### config.mk
export PLATFORM = sky130hd
export DESIGN_NAME = dual_can_phy_mode_wake
export DESIGN_NICKNAME = d
export VERILOG_FILES = /design/src/verilog/can_phy_pkg.sv /design/src/verilog/dual_can_phy_mode_wake.sv
export SDC_FILE = /design/constraint.sdc
export NUM_CORES = 1
export LEC_CHECK = 0
export BUFFER_PORTS_ARGS = -buffer_cell sky130_fd_sc_hd__buf_4
export CELL_PAD_IN_SITES_DETAIL_PLACEMENT = 0
export CELL_PAD_IN_SITES_GLOBAL_PLACEMENT = 1
export CORE_ASPECT_RATIO = 1.4
export CORE_MARGIN = 3
export CORE_UTILIZATION = 48
export CTS_CLUSTER_DIAMETER = 30
export DETAILED_ROUTE_END_ITERATION = 6
export PLACE_DENSITY = 0.84
export SLEW_MARGIN = 20
export SYNTH_ARGS = -nofsm -noshare
export SYNTH_HDL_FRONTEND = slang
export SYNTH_HIERARCHICAL = 1
export SYNTH_SLANG_ARGS = --single-unit
### constraint.sdc
create_clock -name clk -period 3.02 [get_ports clk]
set_input_delay 0.302 -clock clk [delete_from_list [all_inputs] [get_ports clk]]
set_output_delay 0.302 -clock clk [all_outputs]
set_load 0.01 [all_outputs]
### src/verilog/can_phy_pkg.sv
package can_phy_pkg;

	// ****************************************
	// timing and sizes
	// ****************************************
	localparam int CLK_PERIOD_NS   = 25;
	localparam int WAKE_FILTER_NS  = 1000;
	localparam int WAKE_WINDOW_NS  = 1000000;
	localparam int WAKE_FILTER_CYC =
		(WAKE_FILTER_NS + CLK_PERIOD_NS - 1) / CLK_PERIOD_NS;
	localparam int WAKE_WINDOW_CYC = WAKE_WINDOW_NS / CLK_PERIOD_NS;
	localparam int CNT_W           = 17;
	localparam int NUM_CH          = 2;
	localparam int FIFO_DEPTH      = 16;
	localparam int EVT_W           = 1;

	// ****************************************
	// pin levels
	// ****************************************
	localparam logic RX_RECESSIVE = 1'h1;
	localparam logic RX_DOMINANT  = 1'h0;
	localparam logic OE_DRIVE     = 1'h0;
	localparam logic OE_RELEASE   = 1'h1;

	// ****************************************
	// types
	// ****************************************
	typedef enum logic [1:0] {
		MON_IDLE,
		MON_WAIT_REC,
		MON_WAIT_DOM,
		MON_WOKEN
	} monState_t;

	typedef struct packed {
		logic standby;
		logic txIn;
		logic busDominant;
	} chanIn_t;

	typedef struct packed {
		logic rxOut;
		logic busHighOut;
		logic busHighOe_n;
		logic busLowOut;
		logic busLowOe_n;
		logic biasGround;
	} chanOut_t;

	typedef struct packed {
		logic [EVT_W-1:0] data;
		logic             valid;
	} wakeEvt_t;

endpackage : can_phy_pkg

### src/verilog/dual_can_phy_mode_wake.sv
// Summary of operation
// RULE1 - standby: transmitter off, rx high until wake
// RULE2 - low select: normal mode, both directions active
// RULE3 - normal: tx low drives dominant, else recessive
// RULE4 - standby: bus released, weakly biased to ground
// RULE5 - normal: rx low dominant, high recessive
// RULE6 - wake shown only on own channel
// RULE7 - host sees rx fall, drives select low
// RULE8 - pattern: dominant, recessive, dominant, all filtered
// RULE9 - short activity never resets waiting monitor
// RULE10 - wake: rx falls, low for dominant
// RULE11 - after wake, each filtered dominant pulls rx
// RULE12 - filtered means longer than filter time
// RULE13 - below filter never counts, above always
// RULE14 - filter fits one 500k or two 1M bits
// RULE15 - whole pattern inside window from first dominant
// RULE16 - window expiry resets monitor, no wake
// RULE17 - floating tx recessive, floating select standby
// RULE18 - filter and window are cycle parameters
// RULE19 - two identical independent channels
`timescale 1ns/100ps
`default_nettype none

// ****************************************
// wake event fifo
// ****************************************
module wake_fifo #(
	parameter int WIDTH = 1,
	parameter int DEPTH = 16
) (
	// clock and reset
	input  wire logic             clk,
	input  wire logic             rst_n,
	// fill side
	input  wire logic             inValid,
	input  wire logic [WIDTH-1:0] inData,
	output var  logic             inReady,
	// drain side
	output var  logic             outValid,
	output var  logic [WIDTH-1:0] outData,
	input  wire logic             outReady
);
	import can_phy_pkg::*;

	localparam int AW = $clog2(DEPTH);

	typedef struct packed {
		logic [DEPTH-1:0][WIDTH-1:0] mem;
		logic [AW-1:0]               rd;
		logic [AW-1:0]               wr;
		logic [AW:0]                 count;
		logic                        full;
		logic                        valid;
		logic [WIDTH-1:0]            data;
	} fifoState_t;

	fifoState_t st;
	fifoState_t next_st;
	logic       push;
	logic       pop;

	always_comb begin
		next_st = st;
		push = inValid && !st.full;
		pop = st.valid && outReady;
		if (push) begin
			next_st.mem[st.wr] = inData;
			next_st.wr = AW'(st.wr + 1'b1);
		end
		if (pop) begin
			next_st.rd = AW'(st.rd + 1'b1);
		end
		next_st.count = (AW+1)'(st.count + push - pop);
		next_st.full = (next_st.count == (AW+1)'(DEPTH));
		next_st.valid = (next_st.count != '0);
		next_st.data = next_st.mem[next_st.rd];
	end

	always_ff @(posedge clk) begin
		if (!rst_n) begin
			st <= '0;
		end else begin
			st <= next_st;
		end
	end

	assign inReady = !st.full;
	assign outValid = st.valid;
	assign outData = st.data;

endmodule : wake_fifo

// ****************************************
// one transceiver channel
// ****************************************
module can_phy_channel #(
	parameter int FILTER_CYC = 40,
	parameter int WINDOW_CYC = 40000
) (
	// clock and reset
	input  wire logic                  clk,
	input  wire logic                  rst_n,
	// pins
	input  wire can_phy_pkg::chanIn_t  pinIn,
	output var  can_phy_pkg::chanOut_t pinOut,
	// wake event
	output var  logic                  evtPend,
	input  wire logic                  evtTaken
);
	import can_phy_pkg::*;

	typedef struct packed {
		monState_t         mon;
		logic              lastDom;
		logic [CNT_W-1:0]  runCnt;
		logic              filtDom;
		logic [CNT_W-1:0]  winCnt;
		logic              pend;
		chanOut_t          out;
	} chanState_t;

	chanState_t st;
	chanState_t next_st;
	logic       runFiltered;
	logic       newDom;
	logic       newRec;

	always_comb begin
		next_st = st;
		// run length of current bus state
		next_st.lastDom = pinIn.busDominant;
		if (pinIn.busDominant != st.lastDom) begin
			next_st.runCnt = CNT_W'(1);
		end else if (st.runCnt <= CNT_W'(FILTER_CYC)) begin
			next_st.runCnt = CNT_W'(st.runCnt + 1'b1);
		end
		// RULE12 strictly longer than filter
		// RULE13 RULE14 exact cycle threshold
		runFiltered = (next_st.runCnt > CNT_W'(FILTER_CYC));
		newDom = runFiltered && pinIn.busDominant
			&& (st.runCnt == CNT_W'(FILTER_CYC));
		newRec = runFiltered && !pinIn.busDominant
			&& (st.runCnt == CNT_W'(FILTER_CYC));
		next_st.filtDom = runFiltered && pinIn.busDominant;
		if (st.winCnt < CNT_W'(WINDOW_CYC)) begin
			next_st.winCnt = CNT_W'(st.winCnt + 1'b1);
		end
		// RULE2 normal mode, monitor idle
		if (!pinIn.standby) begin
			next_st.mon = MON_IDLE;
			// RULE5 rx mirrors bus
			next_st.out.rxOut = pinIn.busDominant ? RX_DOMINANT
				: RX_RECESSIVE;
			// RULE3 tx low drives dominant
			if (!pinIn.txIn) begin
				next_st.out.busHighOut = 1'h1;
				next_st.out.busHighOe_n = OE_DRIVE;
				next_st.out.busLowOut = 1'h0;
				next_st.out.busLowOe_n = OE_DRIVE;
			end else begin
				next_st.out.busHighOut = 1'h0;
				next_st.out.busHighOe_n = OE_RELEASE;
				next_st.out.busLowOut = 1'h0;
				next_st.out.busLowOe_n = OE_RELEASE;
			end
			next_st.out.biasGround = 1'h0;
		end else begin
			// RULE1 RULE17 high select is standby
			// RULE4 driver off, weak ground bias
			next_st.out.busHighOut = 1'h0;
			next_st.out.busHighOe_n = OE_RELEASE;
			next_st.out.busLowOut = 1'h0;
			next_st.out.busLowOe_n = OE_RELEASE;
			next_st.out.biasGround = 1'h1;
			// RULE8 RULE9 only filtered edges advance
			case (st.mon)
				MON_IDLE: begin
					if (newDom) begin
						next_st.mon = MON_WAIT_REC;
						// RULE15 window from dominant start
						next_st.winCnt = CNT_W'(FILTER_CYC + 1);
					end
				end
				MON_WAIT_REC: begin
					if (newRec) begin
						next_st.mon = MON_WAIT_DOM;
					end
				end
				MON_WAIT_DOM: begin
					if (newDom) begin
						next_st.mon = MON_WOKEN;
					end
				end
				MON_WOKEN: begin
					next_st.mon = MON_WOKEN;
				end
				default: begin
					next_st.mon = MON_IDLE;
				end
			endcase
			// RULE16 window expiry restarts monitor
			if ((st.mon == MON_WAIT_REC || st.mon == MON_WAIT_DOM)
				&& st.winCnt >= CNT_W'(WINDOW_CYC)
				&& next_st.mon != MON_WOKEN) begin
				next_st.mon = MON_IDLE;
			end
			// RULE10 RULE11 rx low per filtered dominant
			if (next_st.mon == MON_WOKEN && next_st.filtDom) begin
				next_st.out.rxOut = RX_DOMINANT;
			end else begin
				next_st.out.rxOut = RX_RECESSIVE;
			end
		end
		// RULE6 event only from this channel
		if (evtTaken) begin
			next_st.pend = 1'h0;
		end
		if (st.mon == MON_WAIT_DOM && next_st.mon == MON_WOKEN) begin
			next_st.pend = 1'h1;
		end
	end

	always_ff @(posedge clk) begin
		if (!rst_n) begin
			st.mon <= MON_IDLE;
			st.lastDom <= 1'h0;
			st.runCnt <= '0;
			st.filtDom <= 1'h0;
			st.winCnt <= '0;
			st.pend <= 1'h0;
			st.out.rxOut <= RX_RECESSIVE;
			st.out.busHighOut <= 1'h0;
			st.out.busHighOe_n <= OE_RELEASE;
			st.out.busLowOut <= 1'h0;
			st.out.busLowOe_n <= OE_RELEASE;
			st.out.biasGround <= 1'h1;
		end else begin
			st <= next_st;
		end
	end

	assign pinOut = st.out;
	assign evtPend = st.pend;

endmodule : can_phy_channel

// ****************************************
// dual transceiver top
// ****************************************
module dual_can_phy_mode_wake #(
	// RULE18 filter and window cycle counts
	parameter int FILTER_CYC = can_phy_pkg::WAKE_FILTER_CYC,
	parameter int WINDOW_CYC = can_phy_pkg::WAKE_WINDOW_CYC
) (
	// clock and reset
	input  wire logic                  clk,
	input  wire logic                  rst_n,
	// channel 1
	input  wire can_phy_pkg::chanIn_t  pinInCh1,
	output var  can_phy_pkg::chanOut_t pinOutCh1,
	// channel 2
	input  wire can_phy_pkg::chanIn_t  pinInCh2,
	output var  can_phy_pkg::chanOut_t pinOutCh2,
	// wake event stream
	output var  can_phy_pkg::wakeEvt_t wakeEvt,
	input  wire logic                  wakeReady
);
	import can_phy_pkg::*;

	chanIn_t              chIn [NUM_CH];
	chanOut_t             chOut [NUM_CH];
	logic [NUM_CH-1:0]    pend;
	logic [NUM_CH-1:0]    taken;
	logic                 fifoReady;
	logic                 pickCh;

	assign chIn[0] = pinInCh1;
	assign chIn[1] = pinInCh2;
	assign pinOutCh1 = chOut[0];
	assign pinOutCh2 = chOut[1];
	assign pickCh = !pend[0];

	// RULE19 two independent channels
	genvar g;
	generate
		for (g = 0; g < NUM_CH; g++) begin : gCh
			assign taken[g] = fifoReady && pend[g]
				&& (pickCh == 1'(g));
			can_phy_channel #(
				.FILTER_CYC (FILTER_CYC),
				.WINDOW_CYC (WINDOW_CYC)
			) uChan (
				.clk      (clk),
				.rst_n    (rst_n),
				.pinIn    (chIn[g]),
				.pinOut   (chOut[g]),
				.evtPend  (pend[g]),
				.evtTaken (taken[g])
			);
		end
	endgenerate

	wake_fifo #(
		.WIDTH (EVT_W),
		.DEPTH (FIFO_DEPTH)
	) uFifo (
		.clk      (clk),
		.rst_n    (rst_n),
		.inValid  (|pend),
		.inData   (pickCh),
		.inReady  (fifoReady),
		.outValid (wakeEvt.valid),
		.outData  (wakeEvt.data),
		.outReady (wakeReady)
	);

endmodule : dual_can_phy_mode_wake

`default_nettype wire

# [Word level (Yosys, flattened, before mapping)]
# Index checks and enable logic that the tools add are counted.
[totals] latchBits=0 mem_bits_ro=0 register_bits=120 n_memories=0 mem_bits_rw=0
[classes] n_mux=47 n_div=0 bitwise=1 eq_ne=17 shifts=0 addsub=8 magnitude_cmp=11 mul=0 reduce_logical=37
[ops] op="17-bit two-way mux" count=12
[ops] op="17-bit by 1-bit adder with 17-bit output, second input constant" count=4
[ops] op="17-bit by 6-bit == test with 1-bit output, second input constant" count=2
[ops] op="17-bit by 16-bit >= comparator with 1-bit output, second input constant" count=2
[ops] op="17-bit by 6-bit > comparator with 1-bit output, second input constant" count=2
[ops] op="17-bit by 6-bit <= comparator with 1-bit output, second input constant" count=2
[ops] op="17-bit by 16-bit < comparator with 1-bit output, second input constant" count=2
[ops] op="2-bit two-way mux" count=14
[ops] op="1-bit logical AND" count=23
[ops] op="16-bit bitwise mux" count=1
[ops] op="2-bit == test, second input constant" count=8
[ops] op="16-bit two-way mux" count=1
[ops] op="2-bit case mux with 4 select lines" count=2
[ops] op="4-bit two-way mux" count=3
[ops] op="6-bit two-way mux" count=2
[ops] op="4-bit by 5-bit < comparator with 1-bit output, second input constant" count=2
[ops] op="1-bit two-way mux" count=10
[ops] op="4-bit by 1-bit adder with 4-bit output, second input constant" count=2
[ops] op="2-bit OR reduction" count=3
[ops] op="5-bit by 1-bit adder with 5-bit output" count=1
[ops] op="5-bit == test, second input constant" count=1
[ops] op="5-bit nonzero test" count=1
[ops] op="5-bit by 1-bit subtractor with 5-bit output" count=1
[ops] op="1-bit binary-select mux with 4-bit select" count=1
[ops] op="other kinds (10)" count=19

# [Depth between registers and ports, before layout]
[depth] depth_word=17 ltp_mapped=11 depth_no_buf=11

# [By module]
# The synthesis kept the hierarchy.
[modules_own_cells] module="can_phy_channel" seq_area_each_um2=840.8 area_per_inst_um2=2055.7 instances=2 cells_per_inst=222
[modules_own_cells] module="wake_fifo" seq_area_each_um2=640.6 area_per_inst_um2=1944.4 instances=1 cells_per_inst=239
[modules_own_cells] module="dual_can_phy_mode_wake" seq_area_each_um2=0.0 area_per_inst_um2=26.3 instances=1 cells_per_inst=4

# [Worst setup path before layout]
# Ideal clock, no wire load.
[synth_path] path_kind="flip-flop to flip-flop" from="register gCh[0].uChan/evtPend (netlist name)" to="register uFifo.st (netlist bit uFifo/outValid)" path_stages_with_launch=11 path_buffers=0 t_required_ps=2905 path_slack_ps=534 arrival_ps=2370 setup_ps=115 synth_period_minus_slack_ps=2486 cell_sequence="dfxtp_1 > or2_1 > nor2b_1 > nand2b_1 > nand2_1 > ha_1 > fa_1 > xor2_1 > or4_1 > nand2_1 > nand2_1"
[synth_via] elab_chain_cells=5
[synth_rtl] item="2-bit OR reduction" line="dual_can_phy_mode_wake.sv:309" source=".inValid (|pend),"
[synth_rtl] item="1-bit logical AND" line="dual_can_phy_mode_wake.sv:64" source="push = inValid && !st.full;"
[synth_rtl] item="5-bit by 1-bit adder with 5-bit output" line="dual_can_phy_mode_wake.sv:73" source="next_st.count = (AW+1)'(st.count + push - pop);"
[synth_rtl] item="5-bit by 1-bit subtractor with 5-bit output" line="dual_can_phy_mode_wake.sv:73"
[synth_rtl] item="5-bit nonzero test" line="dual_can_phy_mode_wake.sv:75" source="next_st.valid = (next_st.count != '0);"
[synth_rtl] item="end signal, assigned" line="dual_can_phy_mode_wake.sv:83" source="st <= next_st;"
[synth_rtl] item="end, declared" line="dual_can_phy_mode_wake.sv:57" source="fifoState_t st;"
# Every way passes these cells.
# A chain may end at the register's enable or synchronous reset.

# [Final worst setup path]
[layout_path] from="register gCh[0].uChan/evtPend (netlist name)" to="register uFifo.st (netlist bit uFifo/outValid)"
[layout_via] elab_chain_cells=5
[layout_rtl] item="2-bit OR reduction" line="dual_can_phy_mode_wake.sv:309"
[layout_rtl] item="1-bit logical AND" line="dual_can_phy_mode_wake.sv:64"
[layout_rtl] item="5-bit by 1-bit adder with 5-bit output" line="dual_can_phy_mode_wake.sv:73"
[layout_rtl] item="5-bit by 1-bit subtractor with 5-bit output" line="dual_can_phy_mode_wake.sv:73"
[layout_rtl] item="5-bit nonzero test" line="dual_can_phy_mode_wake.sv:75"
# Every way passes these cells.

==> qor.yml <==
hold_start: "pinInCh1[1]"
grt_pass1_wl_um: 20700
p_leak_nw: 2.78
synth_most_common_cell: "dfxtp_1"
cts_resized: 0
yosysWarnings: 6
post_cts_buffers: 0
synth-xor-area-share_pct: 7.20
cts_buffers: 17
reg2reg_from: "gCh[0].uChan/evtPend"
grt_use_total_pct: 17.8
reg2reg_slack_ps: 300
async_flop_share_pct: 0
powerDensity_mw_per_mm2: 657
cts_tree: "done"
netlist.area_leader.share_pct: 38.2
relSlewSlack_pct: 47.6
synthTopCellsByArea: "dfxtp_1 38%, nor2_1 6.1%, ha_1 5.6%"
hold-path-endpoint: "gCh[0].uChan/pinOut[3]"
drt_wl_total_um: 11900
maxSlewViolCount: 0
final_nets: 730
dr.pass1.iters: 4
die_w_um: 101
instances_no_fill: 856
synthSimpleGateAreaFrac_pct: 25.0
drive_above_1_share_pct: 14.2
rsz0062_at_grt: "no"
cp.required_ps: 3310
synth_compound_area_share_pct: 14.5
ys_seq_area_share_pct: 38.2
synthAdderAreaFrac_pct: 5.88
drc: 0
timing.hold.ws_ps: 105
port_buffers: 20
antenna_cells: 0
vias: 4760
drtIter0Drc: 141
num_io_pins: 23
die_h_um: 139
postRouteAntennaNets: 0
dpl_worst_slack_ps: 305
timing.rr.end: "uFifo/outValid"
ys_ff_latch: 116
synthesis.nets: 724
post_drt_wl_per_cell_um: 14.0
htreeDepth: 4
synthMuxAreaShare_pct: 3.25
post-route-period-util_pct: 90.1
setup_slack_ps: 298
cap_violations: 0
hold_buffers: 0
crit_fanout: 6
period_minus_slack_ps: 2720
dp_hpwl_um: 8470
syn_area_per_cell_um2: 8.85
min_path_type: "in -> reg"
root_buffer: "clkbuf_16"
finalHoldViolCount: 0
setup_viol: 0
synthTopCellsByCount: "116 x dfxtp_1, 99 x nor2_1, 47 x nand2_1"
max-clock-path-buffers: 2
worst_pin_slew_ps: 785
clock-sinks: 116
n_fill_cell: 1114
grt_antenna_before_repair: 0
synth.largest_area_cell: "dfxtp_1"
viasPerCell: 5.56
clkTransAtPathRegs_ps: 50
fp.dieArea_mm2: 0.0141
multi_input_area_mm2: 0.00340
syn_inst: 687
seq_area_mm2: 0.00232
min_path_cells: 2
synth_top_family_by_area: "simple AND/OR/NAND/NOR gates"
worstSetupPathType: "reg -> reg"
cp.arrival_ps: 3010
gp_congestion: 0.838
synthToLayoutAreaGrowth_pct: 12.8
coreArea_mm2: 0.0124
clkLatencyLatePin_ps: 400
fin_area_mm2: 0.00686
overflow: 0
ys.flop_type: "dfxtp_1"
start_kind: "register"
ys_types: 73
dp.cells: 824
fin_tns_setup_ps: 0
skew_ps: 8.07
grt_pass1_vias: 4640
mappedNetlistArea_mm2: 0.00608
synth_edf_count: 0
p_total_mw: 4.51
grt_max_degree: 29
ir_drop_uv: 318
finish.utilization_pct: 55.4
num_rows: 48
postPlaceCellArea_mm2: 0.00620
run_status: "finished clean"
fmax_ghz: 0.367
setup.worst_path.end_class: "register"
r2r_cells: 10
initial_core_util_pct: 49.2
[cell usage in the layout, fill, tap and decap left out, types with 4 or more instances in the layout]
cell	netlist	routed
dfxtp_1	116	116
nor2_1	99	99
nand2_1	47	47
inv_1	30	30
and3_1	30	30
ha_1	27	27
xor2_1	26	26
xnor2_1	24	24
buf_4	12	23
a21oi_1	22	22
o21ai_0	20	20
clkbuf_16	0	17
nor3_1	17	17
nand3_1	13	13
mux2i_1	13	13
and2_1	12	12
nand4_1	10	10
a21boi_0	9	9
o21bai_1	8	8
a211oi_1	7	7
nor4_1	7	7
nand3b_1	7	7
o21ai_2	6	6
and4_1	6	6
o2111ai_1	6	6
bufinv_16	0	5
nand2b_1	5	5
clkbuf_8	0	4
o32ai_1	4	4
[metal layers]
layer / vias up / wire length (um) / GRT usage, %
met5: - / 0 / 0
met4: 0 / 304 / 8.19
met3: 19 / 347 / 4.58
met2: 84 / 6170 / 30.6
met1: 2263 / 5130 / 20.1
li1: 2394 / - / -
[power breakdown]
part	internal, mW	switching, mW
combinational	0.285	0.333
clock	1.55	0.677
sequential	1.60	0.0620
[how the worst max path moves through the flow]
stage | from | endpoint | slack, ps | cells after the start
floorplan | gCh[0].uChan/evtPend | uFifo/outValid | 530 | 10
global placement | gCh[0].uChan/evtPend | uFifo/outValid | 400 | 10
detailed placement | gCh[0].uChan/evtPend | uFifo/outValid | 300 | 10
CTS | gCh[0].uChan/evtPend | uFifo/outValid | 290 | 10
global route | gCh[0].uChan/evtPend | uFifo/outValid | 90 | 10
finish | gCh[0].uChan/evtPend | uFifo/outValid | 300 | 10
[cell families after synthesis]
family                     count (synthesis)
AOI/OAI and AO/OA                        120
xor gates and xnor gates                  50
adders and majority gates                 28
buffers and inverters                     66
DFF                                      116
muxes                                     17
other                                      2
and+or+nand+nor                          288
[critical path, stage by stage (launching register included)]
cell and delay [ps]:
dfxtp_1 370, or2_1 190, nor2b_1 370, nand2b_1 250, nand2_1 80, ha_1 210
fa_1 420, xor2_1 180, or4_1 420, nand2_1 80, nand2_1 50
[flip-flops by register name (all words and copies together), names as in the netlist]
| register | count |
|---|---|
| uFifo/st | 30 |
| uFifo/outData | 1 |
| gCh.uChan/st | 74 |
| uFifo/outValid | 1 |
| gCh.uChan/evtPend | 2 |
| gCh.uChan/pinOut | 8 |
[area by class of cell]
cell class                      instances  share of cell area (%)
Sequential cell                       116                    33.9
Inverter                               30                    1.64
Clock buffer                           23                    7.12
Timing Repair Buffer                   23                    2.52
Clock inverter                          9                    2.52
Multi-Input combinational cell        505                    49.6
Tap cell                              150                    2.74
(Power assumes the default switching activity.)
